<file path="src/shared/sss_consts.svh">
// constants of the second ignition stage controller
`ifndef SSS_CONSTS_SVH
`define SSS_CONSTS_SVH
// -----------------------------------------------------------------
// timing
// -----------------------------------------------------------------
`define SSS_CLK_HZ          25000000
`define SSS_STEP_MS         3000
`define SSS_UPDATE_MS       200
`define SSS_STEP_CYCLES     (`SSS_CLK_HZ / 1000 * `SSS_STEP_MS)
`define SSS_UPDATE_CYCLES   (`SSS_CLK_HZ / 1000 * `SSS_UPDATE_MS)
// -----------------------------------------------------------------
// register byte offsets
// -----------------------------------------------------------------
`define SSS_OFS_CTRL        8'h00
`define SSS_OFS_MODE        8'h04
`define SSS_OFS_THRESH      8'h08
`define SSS_OFS_STATUS      8'h0C
`define SSS_OFS_IRQ_STAT    8'h10
`define SSS_OFS_IRQ_MASK    8'h14
// -----------------------------------------------------------------
// fields and values
// -----------------------------------------------------------------
`define SSS_CTRL_SINGLE_BIT 0
`define SSS_CTRL_MENU_BIT   1
`define SSS_THR_HI_LSB      16
`define SSS_EV_STORED       0
`define SSS_EV_ENTRY_ERR    1
`define SSS_EV_OUT_CHANGE   2
`define SSS_MODE_BOXER      3'h1
`define SSS_MODE_TWIN       3'h2
`define SSS_MODE_SPEED      3'h3
`define SSS_MODE_STEADY     3'h4
`define SSS_MODE_BLINK      3'h5
`define SSS_RST_MODE        3'h5
`define SSS_RST_SINGLE      1'h1
`define SSS_RST_LO          10'h032
`define SSS_RST_HI          10'h064
`define SSS_THR_LIMIT       10'h257
`define SSS_RPM_UNIT        17'h00064
`define SSS_TOP_DIGIT_MAX   4'h5
`define SSS_DIGIT_MAX       4'h9
`define SSS_LAST_DIGIT      2'h2
`define SSS_RESP_OKAY       2'h0
`define SSS_RESP_SLVERR     2'h2
`endif

</file>
<file path="src/shared/sss_pkg.sv">
// types of the second ignition stage controller
package sss_pkg;
  typedef enum logic [3:0] {
    M_IDLE, M_SHOWMODE, M_OFFERMODE, M_SHOWTHR, M_READY,
    M_OFFER, M_DIGIT, M_CHECK, M_STORED, M_ERR
  } menu_e;
  typedef enum logic [2:0] {
    DK_BLANK, DK_MODE, DK_DIGITS, DK_READY, DK_SELECT, DK_ERROR, DK_STORED
  } disp_e;
  typedef enum logic [2:0] {
    R_CTRL, R_MODE, R_THR, R_STAT, R_ISTAT, R_IMASK, R_NONE
  } reg_e;
  typedef struct packed {
    disp_e      kind;
    logic [3:0] tens;
    logic [3:0] ones;
  } disp_s;
  typedef struct packed {
    logic [2:0] ff;
    logic       level;
    logic       rise;
  } sync_s;
endpackage

</file>
<file path="src/core/second_stage_speed_switch.sv">
// second ignition stage: spark, speed or fault switching and its menu
// Summary of operation
// - modes 1/2 fire stage zero or half-turn offset
// - mode 3 switches on speed thresholds only
// - mode 4 holds output on during fault
// - mode 5 blinks output during fault
// - switching modes only in single-cylinder operation
// - ground output above lower speed threshold
// - release output above upper speed threshold
// - switching output updated every 0.2 seconds
// - thresholds stored in 100 rpm units
// - reject bad thresholds, show error, keep old
// - offer mode values, 3 s each, take on press
// - show current lower then upper threshold
// - offer lower then upper threshold, 3 s each
// - enter digits: 0-5, 0-9, 0-9, 3 s each
// - second threshold edited only if pressed in time
// - commit valid values, show stored, return
`timescale 1ns/1ps
`include "sss_consts.svh"
module second_stage_speed_switch
  import sss_pkg::*;
#(
  parameter int unsigned STEP_CYCLES   = `SSS_STEP_CYCLES,
  parameter int unsigned UPDATE_CYCLES = `SSS_UPDATE_CYCLES
)(
  // clock and reset
  input  wire logic        clock,
  input  wire logic        rst_n,
  // axi4-lite register slave
  input  wire logic [7:0]  s_axi_awaddr,
  input  wire logic        s_axi_awvalid,
  output logic             s_axi_awready,
  input  wire logic [31:0] s_axi_wdata,
  input  wire logic [3:0]  s_axi_wstrb,
  input  wire logic        s_axi_wvalid,
  output logic             s_axi_wready,
  output logic [1:0]       s_axi_bresp,
  output logic             s_axi_bvalid,
  input  wire logic        s_axi_bready,
  input  wire logic [7:0]  s_axi_araddr,
  input  wire logic        s_axi_arvalid,
  output logic             s_axi_arready,
  output logic [31:0]      s_axi_rdata,
  output logic [1:0]       s_axi_rresp,
  output logic             s_axi_rvalid,
  input  wire logic        s_axi_rready,
  // engine side, same clock
  input  wire logic [15:0] engine_rpm,
  input  wire logic        fault_present,
  input  wire logic        spark_zero,
  input  wire logic        spark_half,
  // user side
  input  wire logic        magnet_pin,
  output disp_s            display,
  // second stage open-drain pin
  input  wire logic        stage_i,
  output logic             stage_o,
  output logic             stage_oe_n,
  // interrupt
  output logic             irq
);
  // ---------------------------------------------------------------
  // state
  // ---------------------------------------------------------------
  typedef struct packed {
    logic        awready;
    logic        wready;
    logic        bvalid;
    logic [1:0]  bresp;
    logic        aw_got;
    logic        w_got;
    logic [7:0]  awaddr;
    logic [31:0] wdata;
    logic        wstrb0;
    logic        arready;
    logic        rvalid;
    logic [1:0]  rresp;
    logic [31:0] rdata;
    logic        single;
    logic [2:0]  mode;
    logic [9:0]  lo;
    logic [9:0]  hi;
    logic [2:0]  ist;
    logic [2:0]  imask;
    logic        irq;
    menu_e       ms;
    logic [31:0] cnt;
    logic        phase;
    logic [3:0]  cand;
    logic [1:0]  didx;
    logic [9:0]  acc;
    logic        sel_hi;
    logic [9:0]  elo;
    logic [9:0]  ehi;
    logic [31:0] tcnt;
    logic        on;
    logic        drive_n;
    disp_s       disp;
  } state_s;

  state_s      q;
  state_s      d;
  logic        press;
  logic        stage_lvl;
  logic        tick;
  logic        step;
  logic        valid;
  logic        menu_go;
  logic [2:0]  ist_set;
  logic [2:0]  ist_clr;
  logic [16:0] spd;
  logic [16:0] lo_rpm;
  logic [16:0] hi_rpm;
  logic [2:0]  mode_low;
  logic [2:0]  mode_top;
  logic [9:0]  acc_new;
  logic [11:0] shown;
  logic [31:0] rd;

  // ---------------------------------------------------------------
  // pin synchronisers
  // ---------------------------------------------------------------
  magnet_sync u_magnet (
    .clock (clock),
    .rst_n (rst_n),
    .pin   (magnet_pin),
    .level (),
    .rise  (press)
  );

  magnet_sync u_stage (
    .clock (clock),
    .rst_n (rst_n),
    .pin   (stage_i),
    .level (stage_lvl),
    .rise  ()
  );

  // ---------------------------------------------------------------
  // helpers
  // ---------------------------------------------------------------
  function automatic reg_e reg_sel(input logic [7:0] a);
    unique case (a)
      `SSS_OFS_CTRL:     return R_CTRL;
      `SSS_OFS_MODE:     return R_MODE;
      `SSS_OFS_THRESH:   return R_THR;
      `SSS_OFS_STATUS:   return R_STAT;
      `SSS_OFS_IRQ_STAT: return R_ISTAT;
      `SSS_OFS_IRQ_MASK: return R_IMASK;
      default:           return R_NONE;
    endcase
  endfunction

  // switching modes need the stage free of ignition duty
  function automatic logic mode_ok(input logic [2:0] m, input logic single);
    return (m >= `SSS_MODE_BOXER) && (m <= `SSS_MODE_BLINK) &&
           (single || m < `SSS_MODE_SPEED);
  endfunction

  function automatic logic [11:0] digits_of(input logic [9:0] v);
    return {4'(v / 10'h064), 4'((v / 10'h00A) % 10'h00A), 4'(v % 10'h00A)};
  endfunction

  assign spd      = {1'b0, engine_rpm};
  assign lo_rpm   = {7'h00, q.lo} * `SSS_RPM_UNIT;
  assign hi_rpm   = {7'h00, q.hi} * `SSS_RPM_UNIT;
  assign tick     = (q.tcnt == 32'(UPDATE_CYCLES - 1));
  assign step     = (q.cnt == 32'(STEP_CYCLES - 1));
  assign valid    = (q.elo != 10'h000) && (q.elo < q.ehi) &&
                    (q.ehi < `SSS_THR_LIMIT);
  assign mode_low = q.single ? `SSS_MODE_SPEED : `SSS_MODE_BOXER;
  assign mode_top = q.single ? `SSS_MODE_BLINK : `SSS_MODE_TWIN;
  assign acc_new  = 10'(q.acc * 10'h00A) + {6'h00, q.cand};

  // ---------------------------------------------------------------
  // next state
  // ---------------------------------------------------------------
  always_comb begin
    d       = q;
    menu_go = 1'b0;
    ist_set = 3'h0;
    ist_clr = 3'h0;
    rd      = 32'h0000_0000;
    // write channel: address and data in either order
    if (s_axi_awvalid && q.awready) begin
      d.aw_got = 1'b1;
      d.awaddr = s_axi_awaddr;
    end
    if (s_axi_wvalid && q.wready) begin
      d.w_got  = 1'b1;
      d.wdata  = s_axi_wdata;
      d.wstrb0 = s_axi_wstrb[0];
    end
    if (q.aw_got && q.w_got && !q.bvalid) begin
      d.bvalid = 1'b1;
      d.bresp  = (reg_sel(q.awaddr) == R_NONE) ? `SSS_RESP_SLVERR : `SSS_RESP_OKAY;
      if (q.wstrb0) begin
        unique case (reg_sel(q.awaddr))
          R_CTRL: begin
            d.single = q.wdata[`SSS_CTRL_SINGLE_BIT];
            menu_go  = q.wdata[`SSS_CTRL_MENU_BIT];
          end
          R_MODE: begin
            if (mode_ok(q.wdata[2:0], q.single)) begin
              d.mode = q.wdata[2:0];
            end
          end
          R_ISTAT: ist_clr = q.wdata[2:0];
          R_IMASK: d.imask = q.wdata[2:0];
          default: ;
        endcase
      end
    end
    if (q.bvalid && s_axi_bready) begin
      d.bvalid = 1'b0;
      d.aw_got = 1'b0;
      d.w_got  = 1'b0;
    end
    d.awready = ~d.aw_got;
    d.wready  = ~d.w_got;
    // read channel
    unique case (reg_sel(s_axi_araddr))
      R_CTRL:  rd = {30'h0, 1'b0, q.single};
      R_MODE:  rd = {29'h0, q.mode};
      R_THR:   rd = {6'h00, q.hi, 6'h00, q.lo};
      R_STAT:  rd = {29'h0, stage_lvl, q.ms != M_IDLE, q.on};
      R_ISTAT: rd = {29'h0, q.ist};
      R_IMASK: rd = {29'h0, q.imask};
      default: rd = 32'h0000_0000;
    endcase
    if (s_axi_arvalid && q.arready) begin
      d.rvalid = 1'b1;
      d.rdata  = rd;
      d.rresp  = (reg_sel(s_axi_araddr) == R_NONE) ? `SSS_RESP_SLVERR : `SSS_RESP_OKAY;
    end
    if (q.rvalid && s_axi_rready) begin
      d.rvalid = 1'b0;
    end
    d.arready = ~d.rvalid;

    // stage output; switching decisions only on the slow tick
    d.tcnt = tick ? 32'h0000_0000 : q.tcnt + 32'h0000_0001;
    if (q.mode == `SSS_MODE_BOXER) begin
      d.on = spark_zero;
    end else if (q.mode == `SSS_MODE_TWIN) begin
      d.on = spark_half;
    end else if (tick) begin
      if (!q.single) begin
        d.on = 1'b0;
      end else if (q.mode == `SSS_MODE_SPEED) begin
        d.on = (spd > lo_rpm) && !(spd > hi_rpm);
      end else if (q.mode == `SSS_MODE_STEADY) begin
        d.on = fault_present;
      end else begin
        d.on = fault_present && !q.on;
      end
      ist_set[`SSS_EV_OUT_CHANGE] = (d.on != q.on);
    end
    d.drive_n = ~d.on;

    // menu; every transition but the one out of M_CHECK lands on a step, a press or the menu start, so cnt restarts
    d.cnt = (step || press) ? 32'h0000_0000 : q.cnt + 32'h0000_0001;
    unique case (q.ms)
      M_IDLE: begin
        if (menu_go) begin
          d.ms  = M_SHOWMODE;
          d.cnt = 32'h0000_0000;
        end
      end
      M_SHOWMODE: begin
        if (step) begin
          d.ms   = M_OFFERMODE;
          d.cand = {1'b0, mode_low};
        end
      end
      M_OFFERMODE: begin
        if (press) begin
          d.mode = q.cand[2:0];
          if (q.cand[2:0] == `SSS_MODE_SPEED) begin
            d.ms     = M_SHOWTHR;
            d.phase  = 1'b0;
            d.sel_hi = 1'b0;
          end else begin
            d.ms                     = M_STORED;
            ist_set[`SSS_EV_STORED]  = 1'b1;
          end
        end else if (step) begin
          d.cand = (q.cand[2:0] == mode_top) ? {1'b0, mode_low} : q.cand + 4'h1;
        end
      end
      M_SHOWTHR: begin
        if (step) begin
          d.phase = ~q.phase;
          if (q.phase) begin
            d.sel_hi = 1'b1;
            if (q.sel_hi) begin
              d.ms = M_READY;
            end
          end
        end
      end
      M_READY: begin
        if (step) begin
          d.ms     = M_OFFER;
          d.sel_hi = 1'b0;
          d.elo    = q.lo;
          d.ehi    = q.hi;
        end
      end
      M_OFFER: begin
        if (press) begin
          d.ms   = M_DIGIT;
          d.didx = 2'h0;
          d.cand = 4'h0;
          d.acc  = 10'h000;
        end else if (step) begin
          // an offer that runs out leaves that threshold as it was
          if (q.sel_hi) begin
            d.ms = M_CHECK;
          end else begin
            d.sel_hi = 1'b1;
          end
        end
      end
      M_DIGIT: begin
        if (press) begin
          d.cand = 4'h0;
          d.acc  = acc_new;
          d.didx = q.didx + 2'h1;
          if (q.didx == `SSS_LAST_DIGIT) begin
            if (q.sel_hi) begin
              d.ehi = acc_new;
              d.ms  = M_CHECK;
            end else begin
              d.elo    = acc_new;
              d.sel_hi = 1'b1;
              d.ms     = M_OFFER;
            end
          end
        end else if (step) begin
          if (q.cand == ((q.didx == 2'h0) ? `SSS_TOP_DIGIT_MAX : `SSS_DIGIT_MAX)) begin
            d.cand = 4'h0;
          end else begin
            d.cand = q.cand + 4'h1;
          end
        end
      end
      M_CHECK: begin
        if (valid) begin
          d.lo                    = q.elo;
          d.hi                    = q.ehi;
          d.ms                    = M_STORED;
          ist_set[`SSS_EV_STORED] = 1'b1;
        end else begin
          d.ms                       = M_ERR;
          ist_set[`SSS_EV_ENTRY_ERR] = 1'b1;
        end
      end
      M_STORED, M_ERR: begin
        if (step) begin
          d.ms = M_IDLE;
        end
      end
    endcase

    // display follows the state it is entering
    d.disp = '{kind: DK_BLANK, tens: 4'h0, ones: 4'h0};
    shown  = digits_of(d.sel_hi ? d.hi : d.lo);
    unique case (d.ms)
      M_IDLE:      d.disp.kind = DK_BLANK;
      M_SHOWMODE:  d.disp = '{kind: DK_MODE, tens: 4'h0, ones: {1'b0, d.mode}};
      M_OFFERMODE: d.disp = '{kind: DK_MODE, tens: 4'h0, ones: d.cand};
      M_SHOWTHR:   d.disp = d.phase ?
                     '{kind: DK_DIGITS, tens: shown[3:0], ones: 4'h0} :
                     '{kind: DK_DIGITS, tens: shown[11:8], ones: shown[7:4]};
      M_READY:     d.disp.kind = DK_READY;
      M_OFFER:     d.disp = '{kind: DK_SELECT, tens: 4'h0, ones: {3'h0, d.sel_hi}};
      M_DIGIT:     d.disp = '{kind: DK_DIGITS, tens: {2'h0, d.didx}, ones: d.cand};
      M_CHECK:     d.disp.kind = DK_BLANK;
      M_STORED:    d.disp.kind = DK_STORED;
      M_ERR:       d.disp.kind = DK_ERROR;
    endcase

    // sticky events: a set in the clearing cycle survives
    d.ist = (q.ist & ~ist_clr) | ist_set;
    d.irq = |(d.ist & d.imask);
  end

  always_ff @(posedge clock) begin
    if (!rst_n) begin
      q         <= '0;
      q.awready <= 1'b1;
      q.wready  <= 1'b1;
      q.arready <= 1'b1;
      q.single  <= `SSS_RST_SINGLE;
      q.mode    <= `SSS_RST_MODE;
      q.lo      <= `SSS_RST_LO;
      q.hi      <= `SSS_RST_HI;
      q.drive_n <= 1'b1;
      q.ms      <= M_IDLE;
    end else begin
      q <= d;
    end
  end

  // ---------------------------------------------------------------
  // outputs
  // ---------------------------------------------------------------
  assign s_axi_awready = q.awready;
  assign s_axi_wready  = q.wready;
  assign s_axi_bvalid  = q.bvalid;
  assign s_axi_bresp   = q.bresp;
  assign s_axi_arready = q.arready;
  assign s_axi_rvalid  = q.rvalid;
  assign s_axi_rdata   = q.rdata;
  assign s_axi_rresp   = q.rresp;
  assign display       = q.disp;
  assign stage_o       = 1'b0;
  assign stage_oe_n    = q.drive_n;
  assign irq           = q.irq;

  // ---------------------------------------------------------------
  // assertions
  // ---------------------------------------------------------------
  property p_speed_on;
    @(posedge clock) disable iff (!rst_n)
    (tick && q.single && q.mode == `SSS_MODE_SPEED && spd > lo_rpm && !(spd > hi_rpm))
      |=> (q.on && !stage_oe_n);
  endproperty
  a_speed_on: assert property (p_speed_on) else $error("not grounded above lower");

  property p_speed_upper;
    @(posedge clock) disable iff (!rst_n)
    (tick && q.mode == `SSS_MODE_SPEED && spd > hi_rpm) |=> (!q.on && stage_oe_n);
  endproperty
  a_speed_upper: assert property (p_speed_upper) else $error("driven above upper");

  property p_speed_below;
    @(posedge clock) disable iff (!rst_n)
    (tick && q.mode == `SSS_MODE_SPEED && !(spd > lo_rpm)) |=> stage_oe_n;
  endproperty
  a_speed_below: assert property (p_speed_below) else $error("driven below lower");

  property p_update_hold;
    @(posedge clock) disable iff (!rst_n)
    (!tick && q.mode >= `SSS_MODE_SPEED) ##1 (q.mode >= `SSS_MODE_SPEED) |-> $stable(q.on);
  endproperty
  a_update_hold: assert property (p_update_hold) else $error("output moved off tick");

  property p_steady;
    @(posedge clock) disable iff (!rst_n)
    (tick && q.single && q.mode == `SSS_MODE_STEADY) |=> (q.on == $past(fault_present));
  endproperty
  a_steady: assert property (p_steady) else $error("steady output wrong");

  property p_blink;
    @(posedge clock) disable iff (!rst_n)
    (tick && q.single && q.mode == `SSS_MODE_BLINK && fault_present) |=> (q.on != $past(q.on));
  endproperty
  a_blink: assert property (p_blink) else $error("blink did not toggle");

  property p_multi_off;
    @(posedge clock) disable iff (!rst_n)
    (tick && !q.single && q.mode >= `SSS_MODE_SPEED) |=> !q.on;
  endproperty
  a_multi_off: assert property (p_multi_off) else $error("switching in multi-cyl");

  property p_reject;
    @(posedge clock) disable iff (!rst_n)
    (q.ms == M_CHECK && !valid) |=> (q.ms == M_ERR && $stable(q.lo) && $stable(q.hi)
      && q.disp.kind == DK_ERROR && q.ist[`SSS_EV_ENTRY_ERR]);
  endproperty
  a_reject: assert property (p_reject) else $error("bad entry not rejected");

  property p_commit;
    @(posedge clock) disable iff (!rst_n)
    (q.ms == M_CHECK && valid) |=> (q.lo == $past(q.elo) && q.hi == $past(q.ehi)
      && q.ms == M_STORED && q.disp.kind == DK_STORED);
  endproperty
  a_commit: assert property (p_commit) else $error("valid entry not stored");

  property p_digit_wrap;
    @(posedge clock) disable iff (!rst_n)
    (q.ms == M_DIGIT && q.didx == 2'h0 && q.cand == `SSS_TOP_DIGIT_MAX && step && !press)
      |=> (q.cand == 4'h0 && q.ms == M_DIGIT);
  endproperty
  a_digit_wrap: assert property (p_digit_wrap) else $error("top digit wrap wrong");
endmodule // second_stage_speed_switch

</file>
<file path="src/core/magnet_sync.sv">
// three-stage pin synchroniser with agreement filter and rise pulse
`timescale 1ns/1ps
module magnet_sync
  import sss_pkg::*;
(
  // clock and reset
  input  wire logic clock,
  input  wire logic rst_n,
  // pin side
  input  wire logic pin,
  // clean side
  output logic      level,
  output logic      rise
);
  sync_s q;
  sync_s d;

  always_comb begin
    d       = q;
    d.ff    = {q.ff[1:0], pin};
    // ff[0] feeds ff[1] only; a change counts once ff[1] and ff[2] agree
    if (q.ff[1] == q.ff[2]) begin
      d.level = q.ff[2];
    end
    d.rise  = d.level & ~q.level;
  end

  always_ff @(posedge clock) begin
    if (!rst_n) begin
      q <= '0;
    end else begin
      q <= d;
    end
  end

  assign level = q.level;
  assign rise  = q.rise;
endmodule // magnet_sync

</file>
<file path="config.mk">
export PLATFORM = sky130hd
export DESIGN_NAME = second_stage_speed_switch
export DESIGN_NICKNAME = d
export VERILOG_FILES = /design/src/shared/sss_pkg.sv /design/src/core/second_stage_speed_switch.sv /design/src/core/magnet_sync.sv
export VERILOG_INCLUDE_DIRS = /design/src /design/src/shared
export SDC_FILE = /design/constraint.sdc
export NUM_CORES = 1
export LEC_CHECK = 0
export BUFFER_PORTS_ARGS = -buffer_cell sky130_fd_sc_hd__buf_2
export CAP_MARGIN = 40
export CELL_PAD_IN_SITES_DETAIL_PLACEMENT = 0
export CELL_PAD_IN_SITES_GLOBAL_PLACEMENT = 2
export CORE_MARGIN = 3
export CORE_UTILIZATION = 35
export DETAILED_ROUTE_END_ITERATION = 7
export GPL_TIMING_DRIVEN = 0
export PLACE_DENSITY = 0.86
export SLEW_MARGIN = 10
export SYNTH_ARGS = -nofsm -noshare
export SYNTH_HDL_FRONTEND = slang
export SYNTH_SLANG_ARGS = --single-unit
</file>
<file path="constraint.sdc">
create_clock -name clock -period 12.87 [get_ports clock]
set_input_delay 2.574 -clock clock [delete_from_list [all_inputs] [get_ports clock]]
set_output_delay 2.574 -clock clock [all_outputs]
set_load 0.03 [all_outputs]
</file>
---- Yosys cells after proc, flatten, opt, wreduce, memory -nomap -nowiden ----
Index checks and enable logic that the tools add are counted.
storage, ports and cells
  register bits after elaboration ......... 214
  bits of input ports ..................... 80
  output and inout port bits .............. 55
  logic and storage cells ................. 270
cells by class
  add/sub/neg operators ................... 5
  multiply operators ...................... 3
  div/mod/pow operators ................... 4
  order comparisons ....................... 7
  equality and inequality tests ........... 57
  muxes and demuxes ....................... 103
  bitwise operators ....................... 12
  reduce and logical (&&, ||, !) cells .... 39
operators by type and width
  operator                 count
  $pmux W26 S6             1
  $mux W4                  21
  $add A32 B1 Y32 const B  2
  $mux W32                 2
  $mux W3                  17
  $mux W21                 2
  $mux W20                 2
  $pmux W20 S2             1
  $pmux W8 S5              1
  $mux W36                 1
  $pmux W3 S6              2
  $pmux W4 S9              1
  $mux W35                 1
  $gt A16 B17 Y1           2
  $mux W1                  34
  $mux W33                 1
  $eq A32 B23 Y1 const B   1
  $eq A32 B27 Y1 const B   1
  $eq A4 B3 Y1 const B     8
  $eq A8 B4 Y1 const B     4
  $eq A8 B5 Y1 const B     4
  $mul A10 B5 Y15 const B  2
  $mux W10                 3
  $pmux W12 S2             1
  52 further kinds         115

---- Logic depth before layout (Yosys ltp) ----
Gate-level depths: netlist of the first run.
  depth after elaboration ................. 16
  mapped depth ............................ 32
  depth with buffers taken out ............ 30

---- Hierarchy ----
A second synthesis of the first run with hierarchy kept.
unflattened totals
  cell total of the unflattened synthesis .. 1733
  area, all modules ....................... 14183.6 um^2
modules (own cells, without submodules)
  module                     instances  cells an instance  area each (um^2)
  second_stage_speed_switch  1          1709               13885.8
  magnet_sync                2          12                 148.9

---- Least setup slack after synthesis of the first run ----
OpenSTA, ideal clock, no wires.
  kind .................................... register to register
  from .................................... register q[48] (netlist bit)
  to ...................................... register q (netlist bit display[3])
  arrival time ............................ 6245 ps
  required time ........................... 12742 ps
  path slack .............................. 6497 ps
  cell stages (with the launch flop) ...... 31
  buffers on the path ..................... 1
  clock period less this slack ............ 6373 ps
  path through ............................ dfxtp_1 inv_1 ha_1 a211o_1 a21oi_1 o21ai_0 a21oi_1 and2_0 buf_2 mux2i_1 nor4_1 a32oi_1 o221ai_1 a211o_1 o31ai_2 a211oi_2 a211o_1 a211oi_4 inv_1 ha_1 inv_1 o21ai_0 o2bb2ai_1 o31a_2 a31oi_1 a31oi_1 nor2_1 ha_1 inv_1 a2111oi_0 o31ai_1
on the way
  longest elaborated chain between the ends .. 10
RTL lines
  item                              line                              source
  start: declaration                second_stage_speed_switch.sv:102  state_s q;
  $lt A10 B10 Y1                    second_stage_speed_switch.sv:170  assign valid = (q.elo != 10'h000) && (q.elo < q.ehi) &&
  $logic_and A1 B1 Y1 (2 in a row)  second_stage_speed_switch.sv:170
  $mux W20                          second_stage_speed_switch.sv:350  if (valid) begin
  $mux W20                          second_stage_speed_switch.sv:264  unique case (q.ms)
  $mux W10                          second_stage_speed_switch.sv:369  shown = digits_of(d.sel_hi ? d.hi : d.lo);
  $div A10 B4 Y10                   second_stage_speed_switch.sv:162  return {4'(v / 10'h064), 4'((v / 10'h00A) % 10'h00A), 4'(v % 10'h00A)};
  $mod A10 B4 Y10                   second_stage_speed_switch.sv:162
  $mux W8                           second_stage_speed_switch.sv:374  M_SHOWTHR: d.disp = d.phase ?
  $pmux W8 S5 *                     second_stage_speed_switch.sv:370  unique case (d.ms)
Mark *: on every way between the ends. The rest lies on a longest branch, timed or not.
A chain may end at the register's enable or synchronous reset.

---- Worst setup path after layout of the first run ----
  from .................................... register q[110] (netlist bit)
  to ...................................... register q (netlist bit display[3])
on the way
  longest elaborated chain between the ends .. 9
RTL lines
  item              line                              source
  $eq A32 B27 Y1 *  second_stage_speed_switch.sv:169  assign step = (q.cnt == 32'(STEP_CYCLES - 1));
  $mux W1           second_stage_speed_switch.sv:317  end else if (step) begin
  $mux W1           second_stage_speed_switch.sv:312  if (press) begin
  $pmux W1 S5       second_stage_speed_switch.sv:264
  $mux W10          second_stage_speed_switch.sv:369
  $div A10 B4 Y10   second_stage_speed_switch.sv:162
  $mod A10 B4 Y10   second_stage_speed_switch.sv:162
  $mux W8           second_stage_speed_switch.sv:374
  $pmux W8 S5 *     second_stage_speed_switch.sv:370
Mark *: on every way between the ends. The rest lies on a longest branch, timed or not. The select of a mux whose other input is x is not followed.

==> results of run 1 <==
[placed cells by master (no fill, tap or decap), drive strengths merged, types with 7 or more instances in the layout]
cell	synthesis	routed
nor3	37	37
clkbuf	51	71
or3	11	11
nor2b	19	19
nand3	49	49
inv	117	123
a31oi	19	19
nor2	208	208
nor4	14	14
nand2b	21	21
o31ai	7	7
xnor2	49	49
a32oi	8	8
and3	20	20
and2	26	26
fa	12	12
o211ai	13	13
nand4	36	36
a211oi	21	21
xor2	50	50
ha	134	134
o22ai	11	11
conb	1	15
a21o	16	16
nand2	178	178
dfxtp	199	199
mux2i	27	27
o21ai	86	86
o21a	17	17
a21oi	121	121
a22oi	35	35
buf	62	149
[state kept, by name, summed over array words and instances, names as in the netlist, 2 cells and up]
name,flops
s_axi_rdata,20
display,11
u_magnet.d,2
q,150
u_stage.d,2
[critical path, stage by stage, from the launching register on]
cell       delay (ns)
dfxtp_1          0.36
nor4b_1          0.42
nand4_1          0.34
nor4_4           0.69
o211ai_4         0.24
mux2i_1          0.22
a32o_1           0.34
nor2_1           0.37
o22ai_1          0.12
a222oi_1         1.01
o221ai_2         0.22
a211oi_2         0.48
a31oi_1          0.23
a211oi_4         0.38
inv_1            0.11
ha_1             0.24
inv_1            0.12
a21oi_1          0.08
o32ai_2          0.29
o2bb2ai_1        0.14
o2bb2ai_2        0.18
nand4b_1         0.12
a31oi_1          0.15
nor2_1           0.13
ha_1             0.15
inv_1            0.05
a2111oi_0        0.41
o31ai_1          0.11
[where the power goes]
part	total, mW	internal (mW)	switching (mW)
logic	0.0674	0.0244	0.0430
clock network	0.555	0.299	0.256
registers	0.629	0.622	0.00606
total	1.25	0.946	0.305
[cells by family (layout without fill, tap and decap cells)]
kind of cell             Yosys count  in the layout
AO/OA/AOI/OAI                    422            422
flip-flops                       199            199
other                              1             15
multiplexers                      33             33
XOR/XNOR                          99             99
buffers and inverters            232            351
AND/OR/NAND/NOR                  653            653
adder cells (fa/ha/maj)          147            147
[layout make-up]
type                    instances  share of cell area, %
inverters                     119                   2.79
clock inverters                12                  0.986
multi-input cells            1369                   57.6
repair buffers                 87                   2.72
plain buffers                 113                   4.11
well taps                     525                   4.11
clock buffers                  20                   2.79
flip-flops and latches        199                   24.9
[layer usage]
layer  global-route usage, %  vias up  routed length, µm
met5                       0        -                 13
met4                    5.28        2                887
met3                    2.28       59               1480
met2                    33.4      284              20400
met1                    24.2     6165              18800
li1                        -     6505                  -
[worst max-delay path by stage]
stage	to	slack, ns	depth (start not counted)
floorplan	display[3]	6.50	30
global placement	display[3]	5.17	28
detailed placement	display[3]	5.05	27
CTS	display[3]	5.03	28
global route	display[3]	4.29	28
finish	display[3]	5.04	27
[through the flow]
step / instances / hold slack (ns) / area [µm²] / utilization, % / worst slack (ns)
3_3_place_gp: 2411 / 0.405 / 15400 / 38.5 / 5.17
4_1_cts: 2444 / 0.421 / 16000 / 40.0 / 5.03
5_1_grt: 2444 / 0.440 / 16000 / 40.0 / 4.29
2_1_floorplan: 1800 / 0.390 / 14300 / - / 6.50
3_5_place_dp: 2412 / 0.409 / 15400 / 38.5 / 5.05
6_report: 2444 / 0.419 / 16000 / 40.0 / 5.04
==> impl_results.md, run 1 <==
- Status: complete, no violations
- Critical Path AT: slightly above 8 ns
- Die H: just over 200 µm
- Synth-to-layout area growth: 12.3%
- Post-synth top cells: nor2_1 (208), dfxtp_1 (199), nand2_1 (178), ha_1 (134), a21oi_1 (120)
- Top Ports: between 100 and 150
- Root buffer selected by CTS: clkbuf_16
- Xor-xnor portion of the synthesized cell area: 6.09%
- Compound-gate portion of the synthesized area: about a fifth
- ANT nets after route: 0
- Gr usage total: a little under a fifth
- # setup viols final: 0
- Post-cts gate resize count: 0
- Crit path from: q[110]
- Port bufs: 86
- DR iter-0 viols: approximately 970
- CTS sink count: 199
- Async S/R FF share, synth: 0%
- Clock slew at reported path FFs: around 0.080 ns
- Synth unique cells: between 100 and 150
- Pwr dens: ~78 nW/µm²
- Synthesized cell area: between 10,000 and 15,000 µm²
- Slew headroom: about a quarter
- Reg-to-reg setup timing slack: around 5.0 ns
- Post-CTS Setup Bufs: 0
- Worst Hold End: u_magnet.rise
- Proportion of layout cells with a drive suffix above 1: between 10 and 15%
- Post-Route WL: ~42,000 µm
- TNS Setup: 0 ns
- GPL Wtd Cong: ~0.90
- Clock Latency Late Sink: 0.44 ns
- Die Wd: 208 µm
- RSZ-0062 raised after global routing: false
- Initial Util: 35.7%
- Leakage: roughly 6.6 nW
- Fin nets: around 2,100
- Final hold vios: 0
- Layout filler cell count: roughly 4,200
- Initial antenna violation count: 1
- Yosys top cell area share: between 20% and 30%
- Area taken by multi-input logic gates: slightly above 9000 µm²
- Core box area: 39,900 µm²
- Yosys reg bits: about 200
- DP Wirelength: around 33,000 µm
- Area of the die: approximately 43,000 µm²
- TritonCTS clock tree: built
- Syn avg cell area: around 8.0 µm²
- Fin crit period: 7.83 ns
- Peak supply drop: 0.0837 mV
- Mux share of post-synthesis cell area: 2.54%
- Worst r2r src: q[110]
- Reg area: around 4000 µm²
- Max-cap violations: 0
- Hold path depth: 1
- Post-Synth Adder-Cell Area: 13.5%
- Largest family of logic cells by synthesized area: simple AND/OR/NAND/NOR gates
- DR pass1 iterations: 6
- Required time of the critical path: approximately 13 ns
- Post-synthesis instance total: approximately 1,800
- Total power: about 1.3 mW
- Seq/Total Area, Yosys: between 20 and 30%
- Hold Path Class: reg2reg
- Slew Limit Fails: 0
- Overflow after GRT: 0
- Area leader, netlist: dfxtp_1
- Crit start category: register
- Clk buf depth: 2
- Critical path type: reg2reg
- Clk_skew: about 0.011 ns
- Worst setup EP type: register
- Site row count: 73
- Post-synth EDFFs: 0
- Slew at the pin closest to its max-slew limit: approximately 1.2 ns
- Synth Area in Simple Gates: between 20% and 30%
- Worst Reg-to-Reg Cells: 27
- Top_reg_cell synth: dfxtp_1
- Fin crit share: 60.8%
- Synth top area cells: dfxtp_1 (28%), ha_1 (12%), nor2_1 (5.5%)
- Vias in the first global route: 12,800
- # DRC: 0
- R2r endpoint: display[3]
- DR WL/cell: about 17 µm
- Total vias in the final route: ~13,000
- Top-count cell post-synth: nor2_1
- Fmax achieved: ~0.13 GHz
- N_diodes: 0
- First-pass GRT wire length: 67,000 µm
- Vias per Instance: approximately 5.3
- Hold path start: u_magnet.level
- Worst Path Max Fanout: 8
- Synth Warn #: 0
- Num CTS Buffers: 17
- Pin count of the biggest net entering global routing: 19
- H-tree levels: 4
- CTS hold repair buffers: 0
No activity file was read; power rests on OpenSTA's default activity.
==> run 2: changes to the inputs <==
Settings changed: CORE_UTILIZATION 35 to 33, PLACE_DENSITY 0.86 to 0.85.
Clock period 12.87 ns to 7.04 ns, I/O delays scaled along.
==> impl_results.md, run 2 (synthesized netlist as in run 1, its figures left out) <==
- Status: complete, no violations
- Initial antenna violation count: 0 (-1)
- Total power: 2.34 mW (+87%)
- Top Ports: 135 (unchanged)
- TritonCTS clock tree: built
- Leakage: 6.93 nW (+4.3%)
- Proportion of layout cells with a drive suffix above 1: 15.3% (+3.7 points)
- Crit start category: register
- GPL Wtd Cong: 0.885 (-1.5%)
- Total vias in the final route: 13,300 (+1.8%)
- Comb power frac: 5.4% (about the same)
- CTS hold repair buffers: 0 (unchanged)
- Pin count of the biggest net entering global routing: 19 (unchanged)
- Fin nets: 2,161 (+1.4%)
- Switching share of total power: 24.1% (-0.28 points)
- ANT nets after route: 0 (unchanged)
- Final hold vios: 0 (unchanged)
- # DRC: 0 (unchanged)
- Fin crit share: 95.7% (+35 points)
- Reg area: 3990 µm² (about the same)
- Sequential share of power: 49.2% (-1.0 points)
- # setup viols final: 0 (unchanged)
- Synth-to-layout area growth: 16.6%
- CTS sink count: 199 (unchanged)
- Max-cap violations: 0 (unchanged)
- Critical path type: reg2reg
- Clk buf depth: 2 (unchanged)
- Reg with most FFs: q
- TNS Setup: 0 ns (unchanged)
- DR pass1 iterations: 5 (-1)
- Core box area: 42,200 µm² (+5.8%)
- DP Wirelength: 32,800 µm (+0.36%)
- Num CTS Buffers: 17 (unchanged)
- Hold Path Class: reg2reg
- Port bufs: 86 (unchanged)
- Internal power: 1.77 mW (+87%)
- H-tree levels: 4 (unchanged)
- Crit path largest cell delay: 0.56 ns (-0.45 ns)
- Slew at the pin closest to its max-slew limit: 0.933 ns (-0.218 ns)
- Area taken by multi-input logic gates: 9510 µm² (+3.4%)
- Layout filler cell count: 4,404 (+5.2%)
- Worst setup EP type: register
- Vias per Instance: 5.33 (+0.11%)
- Slew Limit Fails: 0 (unchanged)
- Site row count: 75 (+2.7%)
- Switch Pwr: 563 µW (+85%)
- Initial Util: 33.7% (-2.0 points)
- Largest register FFs: 150 (unchanged)
- Crit path max-delay cell type: or4b_4
- N_diodes: 0 (unchanged)
- Fin crit period: 6.74 ns (-1.09 ns)
- DR iter-0 viols: 770 (-20%)
- Most frequent cells in the layout: nor2_1 (203), dfxtp_1 (197), nand2_1 (177)
- Clock slew at reported path FFs: 0.08 ns (about the same)
- Worst Path Max Fanout: 7 (-1)
- Slew headroom: 37.5% (+14 points)
- Die H: 214 µm (+2.9%)
- Vias in the first global route: 12,700 (-0.99%)
- Root buffer selected by CTS: clkbuf_16
- Fmax achieved: 0.148 GHz (+16%)
- Pwr dens: 141 nW/µm² (+80%)
- Most common cell after layout, fill and taps aside: nor2_1
- First-pass GRT wire length: 67,200 µm (+0.32%)
- Clk_skew: 0.0150 ns (+0.00356 ns)
- Post-Route WL: 42,600 µm (+2.3%)
- Clock Latency Late Sink: 0.45 ns (about the same)
- DR WL/cell: 17.1 µm (+0.55%)
- Gr usage total: 18.5% (-0.41 points)
- Clock power frac: 45.5% (+1.1 points)
- Placement Setup Slack: -0.823 ns (-5.87 ns)
- Final worst slack: 0.304 ns (-4.74 ns)
- Peak supply drop: 0.124 mV (+49%)
- Die Wd: 214 µm (+2.9%)
- Required time of the critical path: 7.36 ns (-5.83 ns)
- Overflow after GRT: 0 (unchanged)
- Critical Path AT: 7.06 ns (-1.08 ns)
- Area of the die: 45,700 µm² (+5.9%)
run 2: cell count changes in the layout (fill, tap and decap cells not counted), moves of 3 or more:
cell	before	now
buf_4	50	79
mux2i_1	25	17
clkbuf_1	53	46
mux2i_4	1	6
nor2_1	208	203
nor2_2	0	5
a21oi_1	120	116
clkbuf_2	0	4
nor3_1	36	32
a211oi_4	1	4
a21oi_2	0	3
mux2i_2	1	4
run 2: power groups by stage:
stage	Combinational [mW]	Sequential [mW]	Clock, mW
after floorplan	0.0768	1.18	0
after global placement	0.126	1.17	0
after detailed placement	0.126	1.18	0
after CTS	0.127	1.15	1.09
after global routing	0.141	1.15	1.13
final	0.126	1.15	1.06
run 2: path summary, 6_finish.rpt:
path / cells past startpoint / start / slack [ns] / end
min reg2reg: 1 / u_magnet.level / 0.44 / u_magnet.rise
min: 1 / u_magnet.level / 0.44 / u_magnet.rise
max reg2reg: 29 / q[93] / 0.30 / display[3]
max: 29 / q[93] / 0.30 / display[3]
run 2: layout make-up:
cell class,instances,share of cell area (%)
multi-input cells,1369,57.3
flip-flops and latches,199,24.0
well taps,539,4.06
repair buffers,117,4.05
plain buffers,112,4.05
clock buffers,19,2.73
inverters,119,2.69
clock inverters,12,1.09
run 2: stage by stage:
| step | std cells | hold WS (ns) | util, % | instance area, µm² |
|---|---|---|---|---|
| detailed placement | 2426 | 0.426 | 36.5 | 15400 |
| finish | 2486 | 0.437 | 39.3 | 16600 |
| CTS | 2465 | 0.437 | 38.3 | 16200 |
| floorplan | 1800 | 0.390 | - | 14300 |
| global route | 2486 | 0.450 | 39.3 | 16600 |
| global placement | 2425 | 0.415 | 36.4 | 15400 |
run 2: metal layers:
| metal | vias up | share of wire, % | GRT usage [%] | wire length, µm |
|---|---|---|---|---|
| li1 | 6569 | - | - | - |
| met1 | 6310 | 45 | 23.7 | 19300 |
| met2 | 303 | 48 | 32.0 | 20500 |
| met3 | 71 | 3.7 | 2.08 | 1560 |
| met4 | 0 | 3.0 | 6.88 | 1260 |
| met5 | - | 0 | 0 | 0 |
run 2: timing repair:
item,4_1_cts,5_1_grt
buffers inserted,9,21
resized for setup,20,58
endpoints found under the setup margin,3,3
pin swaps,6,19
run 2: worst max-delay path, delay by kind of cell (launching register included):
kind | cells | cell delay, ns
compound gates | 17 | 3.86
fa+ha+maj | 2 | 0.35
buf+inv | 4 | 0.41
flops | 1 | 0.36
mux | 1 | 0.30
simple gates | 5 | 1.34
